### config.mk
export PLATFORM = sky130hd
export DESIGN_NAME = status_event_reporting
export DESIGN_NICKNAME = d
export VERILOG_FILES = /design/src/ser_pkg.sv /design/src/event_classify.sv /design/src/event_queue.sv /design/src/status_event_reporting.sv
export VERILOG_INCLUDE_DIRS = /design/src
export SDC_FILE = /design/constraint.sdc
export NUM_CORES = 1
export LEC_CHECK = 0
export ABC_CLOCK_PERIOD_IN_PS = 3950
export BUFFER_PORTS_ARGS = -buffer_cell sky130_fd_sc_hd__buf_2
export CAP_MARGIN = 20
export CORE_UTILIZATION = 50
export CTS_BUF_LIST = sky130_fd_sc_hd__clkbuf_4 sky130_fd_sc_hd__clkbuf_8
export DETAILED_ROUTE_END_ITERATION = 12
export GPL_TIMING_DRIVEN = 0
export PLACE_DENSITY = 0.76
export RECOVER_POWER = 50
export SYNTH_ARGS = -nofsm -noshare
export SYNTH_HDL_FRONTEND = slang
export SYNTH_HIERARCHICAL = 1
export SYNTH_SLANG_ARGS = --single-unit
### constraint.sdc
create_clock -name hclk -period 3.95 [get_ports hclk]
set_input_delay 0.395 -clock hclk [delete_from_list [all_inputs] [get_ports hclk]]
set_output_delay 0.395 -clock hclk [all_outputs]
set_load 0.02 [all_outputs]
### src/ser_cfg.svh
// Register offsets, bit positions, reset values and event codes of the status block.
`ifndef SER_CFG_SVH
`define SER_CFG_SVH

`define ADDR_DEV_EN    8'h00
`define ADDR_SUM_EN    8'h04
`define ADDR_SRQ_EN    8'h08
`define ADDR_EVT_STAT  8'h0c
`define ADDR_STB       8'h10
`define ADDR_POLL      8'h14
`define ADDR_EVT_READ  8'h18
`define ADDR_EVT_CNT   8'h1c

`define DEV_EN_RST     8'hff
`define SUM_EN_RST     8'h00
`define SRQ_EN_RST     8'h00

`define BIT_POWER_ON   7
`define BIT_USER_REQ   6
`define BIT_CMD_ERR    5
`define BIT_EXEC_ERR   4
`define BIT_DEV_ERR    3
`define BIT_QUERY_ERR  2
`define BIT_OPC        0
`define STB_SUMMARY    6
`define STB_EVENT_SUM  5
`define STB_MSG_AVAIL  4

`define QUEUE_DEPTH    20
`define SEMICOLON      8'h3b
`define HSIZE_WORD     3'h2

`define CODE_EMPTY     10'h000
`define CODE_PENDING   10'h001
`define CODE_CMD_LO    10'h064
`define CODE_CMD_HI    10'h0b8
`define CODE_EXEC_LO   10'h0c8
`define CODE_CONFLICT  10'h0dd
`define CODE_EXEC_HI   10'h116
`define CODE_DEV_LO    10'h12c
`define CODE_DEV_HI    10'h13b
`define CODE_OVERFLOW  10'h15e
`define CODE_POWER_ON  10'h191
`define CODE_OPC       10'h192
`define CODE_USER_REQ  10'h193
`define CODE_QUERY_LO  10'h19a
`define CODE_QUERY_HI  10'h1b8
`define CODE_WARN_LO   10'h1f4
`define CODE_WARN_HI   10'h21c

`endif

### src/ser_pkg.sv
// Types shared by the status and event reporting block.
package ser_pkg;
    typedef logic [9:0] event_code_t;

    typedef struct packed {
        event_code_t code;
        logic [7:0]  detail;
    } event_entry_t;

    typedef struct packed {
        logic       valid;
        logic       write;
        logic [7:0] addr;
    } bus_phase_t;
endpackage

### src/event_classify.sv
// Maps an event code onto its one standard event status bit.
`timescale 1ns/1ps
`include "ser_cfg.svh"
module event_classify
    import ser_pkg::*;
(
    // Event code in
    input  wire event_code_t code,
    // One-hot status bit out, zero for codes that set none
    output logic [7:0]       bits
);
    always_comb begin
        bits = 8'h00;
        if (code >= `CODE_CMD_LO && code <= `CODE_CMD_HI) begin
            bits[`BIT_CMD_ERR] = 1'b1;
        end else if (code >= `CODE_EXEC_LO && code <= `CODE_EXEC_HI) begin
            bits[`BIT_EXEC_ERR] = 1'b1;
        end else if (code >= `CODE_DEV_LO && code <= `CODE_DEV_HI) begin
            bits[`BIT_DEV_ERR] = 1'b1;
        end else if (code == `CODE_POWER_ON) begin
            bits[`BIT_POWER_ON] = 1'b1;
        end else if (code == `CODE_OPC) begin
            bits[`BIT_OPC] = 1'b1;
        end else if (code == `CODE_USER_REQ) begin
            bits[`BIT_USER_REQ] = 1'b1;
        end else if (code >= `CODE_QUERY_LO && code <= `CODE_QUERY_HI) begin
            bits[`BIT_QUERY_ERR] = 1'b1;
        end else if (code >= `CODE_WARN_LO && code <= `CODE_WARN_HI) begin
            bits[`BIT_EXEC_ERR] = 1'b1;
        end
    end
endmodule

### src/event_queue.sv
// Event queue with overflow marking and release of entries on a status read.
`timescale 1ns/1ps
`include "ser_cfg.svh"
module event_queue
    import ser_pkg::*;
#(
    parameter int DEPTH = `QUEUE_DEPTH
) (
    // Clock and reset
    input  wire logic                       clk,
    input  wire logic                       rst_n,
    // Control
    input  wire logic                       push,
    input  wire event_entry_t               push_entry,
    input  wire logic                       release_all,
    input  wire logic                       pop,
    // State
    output event_entry_t                    head,
    output logic [$clog2(DEPTH+1)-1:0]      count,
    output logic [$clog2(DEPTH+1)-1:0]      released
);
    localparam int PW = $clog2(DEPTH);
    localparam int CW = $clog2(DEPTH+1);

    if (DEPTH < 2 || DEPTH > 255) begin : g_bad_depth
        $error("event_queue DEPTH must lie in 2..255");
    end

    event_entry_t   mem [DEPTH];
    logic [PW-1:0]  head_ptr;
    logic [PW-1:0]  wr_idx;
    logic [CW-1:0]  drop;
    logic           full;
    event_entry_t   wr_entry;

    function automatic logic [PW-1:0] wrap(input logic [PW:0] v);
        wrap = (v >= (PW+1)'(DEPTH)) ? PW'(v - (PW+1)'(DEPTH)) : PW'(v);
    endfunction

    assign full     = (count == CW'(DEPTH));
    // A push into a full queue overwrites its last slot with the overflow marker.
    assign wr_idx   = full ? wrap({1'b0, head_ptr} + (PW+1)'(DEPTH - 1))
                           : wrap({1'b0, head_ptr} + (PW+1)'(count));
    assign wr_entry = full ? '{code: `CODE_OVERFLOW, detail: 8'h00} : push_entry;
    assign drop     = release_all ? released : (pop ? CW'(1) : CW'(0));
    assign head     = mem[head_ptr];

    for (genvar i = 0; i < DEPTH; i++) begin : g_slot
        always_ff @(posedge clk or negedge rst_n) begin
            if (!rst_n) begin
                mem[i] <= '0;
            end else if (push && wr_idx == PW'(i)) begin
                mem[i] <= wr_entry;
            end
        end
    end

    always_ff @(posedge clk or negedge rst_n) begin
        if (!rst_n) begin
            head_ptr <= '0;
            count    <= '0;
            released <= '0;
        end else begin
            head_ptr <= wrap({1'b0, head_ptr} + (PW+1)'(drop));
            count    <= count - drop + CW'(push && !full);
            // Unread released entries are dropped; the rest become readable.
            released <= release_all ? count - released : released - CW'(pop);
        end
    end
endmodule

### src/status_event_reporting.sv
// Status byte, event status, enables, service request and event queue behind an AHB-Lite slave.
`timescale 1ns/1ps
`include "ser_cfg.svh"
////////////////////////////////////////////////////////////////////////////////
module status_event_reporting
    import ser_pkg::*;
#(
    parameter int QUEUE_DEPTH = `QUEUE_DEPTH
) (
    // Clock and reset
    input  wire logic        hclk,
    input  wire logic        hresetn,
    // AHB-Lite slave
    input  wire logic        hsel,
    input  wire logic [31:0] haddr,
    input  wire logic [1:0]  htrans,
    input  wire logic        hwrite,
    input  wire logic [2:0]  hsize,
    input  wire logic [31:0] hwdata,
    input  wire logic        hready,
    output logic             hreadyout,
    output logic             hresp,
    output logic [31:0]      hrdata,
    // Event source
    input  wire logic        ev_valid,
    input  wire event_code_t ev_code,
    input  wire logic [7:0]  ev_detail,
    // Command message progress
    input  wire logic        msg_done,
    input  wire logic        settings_conflict,
    input  wire logic        outq_not_empty,
    // Service request toward the controller
    output logic             service_request
);
    localparam int CW = $clog2(QUEUE_DEPTH + 1);

    ////////////////////////////////////////////////////////////////////////////
    // Declarations

    logic [7:0]    dev_en;
    logic [7:0]    sum_en;
    logic [7:0]    srq_en;
    logic [7:0]    next_dev_en;
    logic [7:0]    next_sum_en;
    logic [7:0]    next_srq_en;
    logic [7:0]    standard_event_status;
    logic [7:0]    stb_base;
    logic [7:0]    status_byte;
    logic          event_summary_bit;
    logic          message_available_bit;
    logic          master_summary_bit;
    logic          prev_master_summary;
    logic          request_service_bit;
    logic          conflict_pend;
    bus_phase_t    ap;
    bus_phase_t    dp;
    logic          rd;
    logic          wr;
    logic          esr_rd;
    logic          poll_rd;
    logic          evt_rd;
    logic          pop;
    logic          cand;
    logic          push;
    event_entry_t  push_entry;
    logic [7:0]    ev_bits_raw;
    logic [7:0]    ev_bits;
    event_entry_t  q_head;
    logic [CW-1:0] q_count;
    logic [CW-1:0] q_rel;
    logic [31:0]   rd_word;

    ////////////////////////////////////////////////////////////////////////////
    // Bus decode

    // Zero wait states: read data is captured at the address phase edge.
    assign hreadyout = 1'b1;
    assign hresp     = 1'b0;
    assign ap.valid  = hsel && htrans[1] && hready && (hsize == `HSIZE_WORD);
    assign ap.write  = hwrite;
    assign ap.addr   = haddr[7:0];

    assign rd      = ap.valid && !ap.write;
    assign wr      = dp.valid && dp.write;
    assign esr_rd  = rd && ap.addr == `ADDR_EVT_STAT;
    assign poll_rd = rd && ap.addr == `ADDR_POLL;
    assign evt_rd  = rd && ap.addr == `ADDR_EVT_READ;
    assign pop     = evt_rd && q_rel != '0;

    always_ff @(posedge hclk or negedge hresetn) begin
        if (!hresetn) begin
            dp <= '0;
        end else begin
            dp <= ap;
        end
    end

    ////////////////////////////////////////////////////////////////////////////
    // Enable masks

    // A read right behind a write to the same mask sees the new value.
    assign next_dev_en = (wr && dp.addr == `ADDR_DEV_EN) ? hwdata[7:0] : dev_en;
    assign next_sum_en = (wr && dp.addr == `ADDR_SUM_EN) ? hwdata[7:0] : sum_en;
    assign next_srq_en = (wr && dp.addr == `ADDR_SRQ_EN) ? hwdata[7:0] : srq_en;

    always_ff @(posedge hclk or negedge hresetn) begin
        if (!hresetn) begin
            dev_en <= `DEV_EN_RST;
            sum_en <= `SUM_EN_RST;
            srq_en <= `SRQ_EN_RST;
        end else begin
            dev_en <= next_dev_en;
            sum_en <= next_sum_en;
            srq_en <= next_srq_en;
        end
    end

    ////////////////////////////////////////////////////////////////////////////
    // Event intake

    event_classify u_classify (
        .code (push_entry.code),
        .bits (ev_bits_raw)
    );

    // A conflict event waits for a cycle free of source events.
    always_comb begin
        cand = ev_valid || conflict_pend;
        if (ev_valid) begin
            push_entry = '{code: ev_code, detail: ev_detail};
        end else begin
            push_entry = '{code: `CODE_CONFLICT, detail: 8'h00};
        end
    end

    assign ev_bits = ev_bits_raw & dev_en;
    assign push    = cand && (ev_bits != 8'h00);

    always_ff @(posedge hclk or negedge hresetn) begin
        if (!hresetn) begin
            conflict_pend <= 1'b0;
        end else if (msg_done && settings_conflict) begin
            conflict_pend <= 1'b1;
        end else if (!ev_valid) begin
            conflict_pend <= 1'b0;
        end
    end

    ////////////////////////////////////////////////////////////////////////////
    // Standard event status

    // A new event in the same cycle as the clearing read survives it.
    always_ff @(posedge hclk or negedge hresetn) begin
        if (!hresetn) begin
            standard_event_status <= 8'h00;
        end else begin
            standard_event_status <= (esr_rd ? 8'h00 : standard_event_status) | (push ? ev_bits : 8'h00);
        end
    end

    event_queue #(
        .DEPTH (QUEUE_DEPTH)
    ) u_queue (
        .clk         (hclk),
        .rst_n       (hresetn),
        .push        (push),
        .push_entry  (push_entry),
        .release_all (esr_rd),
        .pop         (pop),
        .head        (q_head),
        .count       (q_count),
        .released    (q_rel)
    );

    ////////////////////////////////////////////////////////////////////////////
    // Status byte and service request

    assign event_summary_bit     = (standard_event_status & sum_en) != 8'h00;
    assign message_available_bit = outq_not_empty;
    assign stb_base              = {2'b00, event_summary_bit, message_available_bit, 4'h0};
    assign master_summary_bit    = (stb_base & srq_en) != 8'h00;
    assign status_byte           = {1'b0, master_summary_bit, event_summary_bit, message_available_bit, 4'h0};

    always_ff @(posedge hclk or negedge hresetn) begin
        if (!hresetn) begin
            prev_master_summary <= 1'b0;
        end else begin
            prev_master_summary <= master_summary_bit;
        end
    end

    always_ff @(posedge hclk or negedge hresetn) begin
        if (!hresetn) begin
            request_service_bit <= 1'b0;
        end else if (master_summary_bit && !prev_master_summary) begin
            request_service_bit <= 1'b1;
        end else if (poll_rd || !master_summary_bit) begin
            request_service_bit <= 1'b0;
        end
    end

    assign service_request = request_service_bit;

    ////////////////////////////////////////////////////////////////////////////
    // Read data

    always_comb begin
        rd_word = 32'h0000_0000;
        case (ap.addr)
            `ADDR_DEV_EN:   rd_word[7:0] = next_dev_en;
            `ADDR_SUM_EN:   rd_word[7:0] = next_sum_en;
            `ADDR_SRQ_EN:   rd_word[7:0] = next_srq_en;
            `ADDR_EVT_STAT: rd_word[7:0] = standard_event_status;
            `ADDR_STB:      rd_word[7:0] = status_byte;
            `ADDR_POLL:     rd_word[7:0] = {1'b0, request_service_bit, event_summary_bit, message_available_bit, 4'h0};
            `ADDR_EVT_READ: begin
                if (q_rel != '0) begin
                    rd_word[9:0]   = q_head.code;
                    rd_word[23:16] = q_head.detail;
                    rd_word[31:24] = (q_head.detail != 8'h00) ? `SEMICOLON : 8'h00;
                end else begin
                    rd_word[9:0] = (q_count == '0) ? `CODE_EMPTY : `CODE_PENDING;
                end
            end
            `ADDR_EVT_CNT:  rd_word = 32'(q_count) | (32'(q_rel) << 8);
            default:        rd_word = 32'h0000_0000;
        endcase
    end

    always_ff @(posedge hclk or negedge hresetn) begin
        if (!hresetn) begin
            hrdata <= 32'h0000_0000;
        end else if (rd) begin
            hrdata <= rd_word;
        end
    end
endmodule

==> metrics, run 1 <==
site row count=77; CTS tree=yes; Unique masters post-synth=99; grt total ovfl=0; r2r setup slk=120 ps; Cells on Worst Hold Path=2; share of the synthesized area in the top cell type=48.1%; Yosys warnings=6; Post-synth EDFFs=0; Post-Route Setup TNS=0 ps; Worst Reg-to-Reg Cells=15; min Tclk post-route=3830 ps; status=complete, but fails checks; sequential cell area fraction in the yosys report=49.0%; final hold vios=0; Post-Synth Simple-Gate Area=8.37%; clock transition at the registers of the reported paths=80 ps; stages on the worst setup path=15; clk_lat worst skew=660 ps; Leakage=11.4 nW; Crit Path Max Fanout=10; post-synthesis mux area share=21.9%; Slew headroom=-86.2%; placed wire-length estimate=45.0 mm; die width=215 um; Clock Skew=41.1 ps; Core Area=44400 um2; first-pass GRT wire length=98.7 mm; Crit path max-delay family=simple AND/OR/NAND/NOR gates; CTS Buffer Depth=3; syn avg cell area=12.8 um2; Area Growth Syn to Fin=14.4%; Synth area leader=dfrtp_1; fmax=261 MHz; crit end category=flip-flop; total power=0.0165 W; Die ar.=46000 um2; failing checks=max-capacitance violations, max-slew violations; synthesized area=22600 um2; clock root buffer=clkbuf_8; max incr delay on CP=450 ps; worst reg2reg endpoint=u_queue/mem[69]; DRC Markers=0; maxcap violations=1; Max VDD drop=0.360 mV; Worst Max-Slew Pin Slew=2790 ps; Routed WL per cell=24.7 um; Compound-Gate Fraction of Synth Area=13.3%; number of I/O pins=131; RR Startpoint=u_queue/head_ptr[0]; DRT Wirelength=64.0 mm; total iterations of the first detailed-routing run=6; required time of the worst setup path=4460 ps; WP buf/inv=6; CTS Sinks=442; DR iter-0 viols=1519; Hold EP=sum_en[7]; Layout Nets=2080; most common library cells after synthesis=dfrtp_1, mux2_2, nand2_1; port buffer count=73; setup violators final=0; via count=16362; Die Height=215 um; CP arrival=4340 ps; initial antenna violation count=0; crit path kind=flip-flop to flip-flop; async set-or-reset flop fraction in the synthesized netlist=100%; largest family of logic cells by synthesized area=multiplexers; CTS Buf Count=71; hold path startpoint=hwdata[7]; pin count of the biggest net entering global routing=135; Period Utilization, post-route=97.1%; most frequent cell after synthesis=dfrtp_1; Max Slew Vio Count=105; H-tree depth=3; worst-path cell chain=buf_4 > inv_1 > ha_1 > buf_2 > xnor2_1 > inv_1 > ha_1 > or3_1 > a21oi_2 > a211oi_4 > nor2_1 > and4_1 > buf_6 > buf_6 > mux2_1; gr usage total=27.9%; Ant. Diodes=0; Worst Hold Class=input pin to flip-flop; adder-cell share of the synthesized area=2.13%; synth top area cells=dfrtp_1, mux2_2, mux4_2, mux2_4, mux2i_1; PwrDens=638 nW/um2; synthesized flop and latch total=442; xor/xnor share of the synthesized area=1.04%; Post-Synthesis Cells=1760; ratio of cells with drive above 1 in the final layout=30.3%; critical path's slowest cell=dfrtp_2; crit path launch type=flip-flop; Final GP Congestion=0.966; Initial Utilization=50.9%; Post-synth top flop=dfrtp_1; vias in the first global route=16872; Final ANT Viol Nets=0; drt via density=6.31
-- what timing repair did --
item,in CTS,in global routing
endpoints found under the setup margin,323,259
pin swaps,1,7
buffers inserted,0,18
cloned,0,2
hold endpoints to repair,112,0
hold buffers,14,0
gates resized for setup,18,55
-- routing by layer --
metal | track usage (%) | vias up | wire length, um
met2 | 43.2 | 802 | 29300
met5 | 0 | - | 0
met4 | 15.6 | 0 | 3430
met3 | 5.04 | 191 | 4770
li1 | - | 7037 | -
met1 | 37.4 | 8332 | 26400
-- cell families after synthesis --
kind of cell,Yosys count
mux,373
other cells,3
xor+xnor,26
compound gates,355
flops,442
fa+ha+maj,36
buf+inv,199
simple gates,326
-- per-stage QoR --
step	cell area [um2]	hold slack [ps]	util, %	instances	setup slack [ps]
3_3_place_gp	23800	402	53.5	2431	-5920
6_report	25800	55.5	58.2	2591	116
3_5_place_dp	23800	416	53.7	2434	-1270
4_1_cts	25600	17.0	57.6	2571	-45.3
2_1_floorplan	22600	99.4	-	1766	-4.17
5_1_grt	25800	35.4	58.2	2591	-30.1
-- worst reg2reg max path: cells and delay by family (launching register included) --
family	cells	cell delay, ps
flip-flops	1	450
XOR/XNOR	1	160
adder cells (fa/ha/maj)	2	390
multiplexers	1	330
AND/OR/NAND/NOR	3	1190
buffers and inverters	6	870
AO/OA/AOI/OAI	2	280
-- layout make-up --
class                      instances  area [um2]
multi-input combinational       1125       10700
inverter                          57         214
tap                              592         741
buffer                           140         818
clock inverter                     8         114
sequential                       442       11100
fill                            3521       18600
timing repair buffer             111         742
clock buffer                     116        1430
-- layout by cell type, fill, tap and decap left out, types with 9 or more instances in the layout --
cell	n
a21o_1	9
a21oi_1	16
a22o_1	25
a32o_1	45
and2_0	12
and2_1	18
and3_1	12
buf_2	67
buf_4	40
buf_6	16
clkbuf_1	97
clkbuf_4	28
clkbuf_8	90
conb_1	9
dfrtp_1	429
dlygate4sd3_1	14
ha_1	32
inv_1	53
mux2_1	33
mux2_2	149
mux2_4	60
mux2i_1	77
mux4_2	54
nand2_1	79
nand2b_1	11
nand3_1	31
nor2_1	55
nor4_1	24
o21a_1	15
o21ai_0	31
o221ai_1	22
o22a_1	24
o22ai_1	18
o2bb2ai_1	50
o31ai_1	15
o32a_1	24
xnor2_1	15
-- power breakdown --
group	switching [W]	internal (W)
clock	0.00186	0.00243
sequential	0.000875	0.00605
combinational	0.00269	0.00256
total	0.00543	0.0110
-- worst max path at each step --
| stage | startpoint | endpoint | slack (ps) |
|---|---|---|---|
| CTS | ev_valid | u_queue/count[4] | -50 |
| global route | ev_valid | u_queue/count[4] | -30 |
| global placement | hresetn | u_queue/mem[184] | -5920 |
| detailed placement | ev_valid | u_queue/count[4] | -1270 |
| floorplan | ev_valid | u_queue/count[4] | -4 |
| finish | u_queue/head_ptr[0] | u_queue/mem[69] | 120 |
-- flip-flops by register name (all words and copies together) (netlist names) --
| signal | count |
|---|---|
| u_queue/head_ptr | 5 |
| hrdata | 22 |
| prev_master_summary | 1 |
| u_queue/mem | 360 |
| service_request | 1 |
| dev_en | 8 |
| conflict_pend | 1 |
| sum_en | 8 |
| standard_event_status | 8 |
| u_queue/count | 5 |
| dp | 10 |
| u_queue/released | 5 |
| srq_en | 8 |
Power figures use the tool's default switching activity.
==> inputs of run 2 (changes only) <==
--- a/config.mk
+++ b/config.mk
@@ -6,14 +6,16 @@
 export SDC_FILE = /design/constraint.sdc
 export NUM_CORES = 1
 export LEC_CHECK = 0
-export ABC_CLOCK_PERIOD_IN_PS = 3950
+export ABC_CLOCK_PERIOD_IN_PS = 3800
 export BUFFER_PORTS_ARGS = -buffer_cell sky130_fd_sc_hd__buf_2
 export CAP_MARGIN = 20
+export CELL_PAD_IN_SITES_DETAIL_PLACEMENT = 1
+export CELL_PAD_IN_SITES_GLOBAL_PLACEMENT = 1
 export CORE_UTILIZATION = 50
 export CTS_BUF_LIST = sky130_fd_sc_hd__clkbuf_4 sky130_fd_sc_hd__clkbuf_8
 export DETAILED_ROUTE_END_ITERATION = 12
 export GPL_TIMING_DRIVEN = 0
-export PLACE_DENSITY = 0.76
+export PLACE_DENSITY = 0.84
 export RECOVER_POWER = 50
 export SYNTH_ARGS = -nofsm -noshare
 export SYNTH_HDL_FRONTEND = slang
==> constraint.sdc (replaced) <==
create_clock -name hclk -period 3.8 [get_ports hclk]
set_input_delay 0.38 -clock hclk [delete_from_list [all_inputs] [get_ports hclk]]
set_output_delay 0.38 -clock hclk [all_outputs]
set_load 0.02 [all_outputs]
==> run 2 against run 1 <==
Compared with the run above: the run still ends with max-capacitance violations, max-slew violations left; critical endpoint is now u_queue/count[4]; count of clock-buffer cells in the layout shrank 4; sequential power grew 5.1%; critical path depth grew 7; clock skew shrank 13 ps; highest routed layer unchanged; design area grew 1.0%; sequential share of layout area shrank 0.41 points; worst hold slack lost 6.1 ps; largest cell class unchanged; die area is the same; combinational power grew 11%; utilization grew 0.58 points; clock power grew 1%; final cell count grew 0.46%.
==> metrics, run 2 (synthesis gave the netlist of run 1 again) <==
clock transition at the registers of the reported paths=60 ps; Area Growth Syn to Fin=15.5%; DRT Wirelength=73.7 mm; fin worst setup slack=6.76 ps; Worst Max-Slew Pin Slew=2450 ps; Final GP Congestion=0.896; Reg with most FFs=u_queue/mem; CP arrival=4320 ps; grt total ovfl=0; RR Startpoint=u_queue/head_ptr[1]; Filler Cells Inserted=4399; worst-path cell chain=buf_2 > buf_8 > nand2b_2 > buf_2 > nor3_1 > or4_1 > a211oi_2 > a221oi_1 > a21boi_2 > inv_2 > nor2_4 > inv_4 > buf_6 > ha_1 > inv_1 > ha_1 > inv_1 > fa_1 > inv_1 > a21o_1 > a21oi_1 > xor2_1; CTS tree=yes; failing checks=max-capacitance violations, max-slew violations; Leakage=11.7 nW; CTS Buf Count=76; critical path's slowest cell=or4_1; H-tree depth=3; crit path kind=input pin to flip-flop; Worst Reg-to-Reg Cells=14; Worst Hold Class=input pin to flip-flop; Max VDD drop=0.340 mV; fmax=264 MHz; leading cell type in the layout, fill and taps excluded=dfrtp_1; drt via density=6.50; Layout Nets=2097; max incr delay on CP=420 ps; Period Utilization, post-route=99.8%; Setup WS pre-CTS=-1100 ps; DR iter-0 viols=1538; Die ar.=46000 um2; first-pass GRT wire length=112 mm; pin count of the biggest net entering global routing=128; clock root buffer=clkbuf_8; via count=16916; port buffer count=73; Clock Skew=28.4 ps; placed insts=2434; maxcap violations=1; initial antenna violation count=0; Core Area=44400 um2; DRC Markers=0; number of I/O pins=131; site row count=77; most used cell, CP=inv_1; CTS Sinks=442; Crit path max-delay family=buffers and inverters; setup violators final=0; Crit. Startpoint=ev_valid; final hold vios=0; biggest regs=u_queue/mem (360), hrdata (22), dp (10); status=complete, but fails checks; Routed WL per cell=28.3 um; total iterations of the first detailed-routing run=7; clk_lat worst skew=680 ps; max FFs per register=360; Initial Utilization=50.9%; WP buf/inv=9; Non-Filler Instances=2603; r2r setup slk=7 ps; placed wire-length estimate=49.7 mm; Max Slew Vio Count=91; crit path launch type=input pin; most frequent cells in the layout=dfrtp_1, mux2_2, clkbuf_8, buf_2, nand2_1; Ant. Diodes=0; ratio of cells with drive above 1 in the final layout=33.7%; gr usage total=31.8%; CTS Buffer Depth=3; Slew headroom=-63.1%; worst reg2reg endpoint=u_queue/mem[4]; Final ANT Viol Nets=0; vias in the first global route=18363; Die Height=215 um; die width=215 um; crit end category=flip-flop; PwrDens=668 nW/um2; Crit Path Max Fanout=10; required time of the worst setup path=4330 ps; min Tclk post-route=3790 ps; stages on the worst setup path=22; CP Capture Point=u_queue/count[4]
==> run 2: worst min-delay path by stage <==
stage | start | to | cells after the start
global placement | prev_master_summary | service_request | 1
CTS | hwdata[6] | dev_en[6] | 2
global route | hwdata[2] | sum_en[2] | 2
floorplan | hresetn | conflict_pend | 0
finish | hwdata[6] | dev_en[6] | 2
detailed placement | prev_master_summary | service_request | 1
==> run 2: worst register-to-register path: stages, from the launching register on <==
cell	delay [ps]
dfrtp_2	480
ha_1	300
a21o_1	180
a21oi_1	200
xnor2_1	180
inv_1	100
ha_1	230
a21boi_1	170
o211ai_1	330
o211a_4	270
o221a_4	220
buf_6	150
nand4_4	230
clkbuf_16	310
mux2_4	300
==> run 2: repair_timing <==
action	in CTS	in global routing
resized for setup	42	79
hold endpoints to repair	109	0
gates cloned	0	2
hold buffers	17	0
setup endpoints to repair	373	287
pin swaps	3	14
setup buffers	8	20
==> run 2: final cells by class <==
class / count / area (um2) / area share [%]
clock buffer: 112 / 1400 / 5.38
timing repair buffer: 122 / 882 / 3.38
inverter: 57 / 223 / 0.853
clock inverter: 12 / 75.1 / 0.288
tap: 592 / 741 / 2.84
multi-input combinational: 1126 / 10800 / 41.4
buffer: 140 / 877 / 3.36
sequential: 442 / 11100 / 42.5
==> run 2: through the flow <==
| step | total power [W] | utilization (%) | area, um2 | setup TNS, ps | hold WS, ps |
|---|---|---|---|---|---|
| after floorplan | 0.0108 | - | 22700 | -20.4 | 84.4 |
| after global placement | 0.0121 | 53.5 | 23800 | -2909760 | 399 |
| after detailed placement | 0.0126 | 53.7 | 23900 | -288020 | 410 |
| after CTS | 0.0171 | 57.9 | 25700 | -248 | 1.31 |
| after global routing | 0.0182 | 58.8 | 26100 | -3290 | 34.2 |
| final | 0.0174 | 58.8 | 26100 | 0 | 49.4 |
==> run 2: where the power goes <==
group	internal [W]	switching (W)
Sequential	0.00629	0.000976
Clock	0.00235	0.00200
Combinational	0.00278	0.00303
==> run 2: routing by layer <==
layer,vias up,part of all wire [%],wire length (um),global-route usage (%)
li1,7043,-,-,-
met1,8834,40,29500,40.8
met2,823,48,35100,50.1
met3,216,6.9,5100,6.68
met4,0,5.5,4060,18.1
met5,-,0,0,0
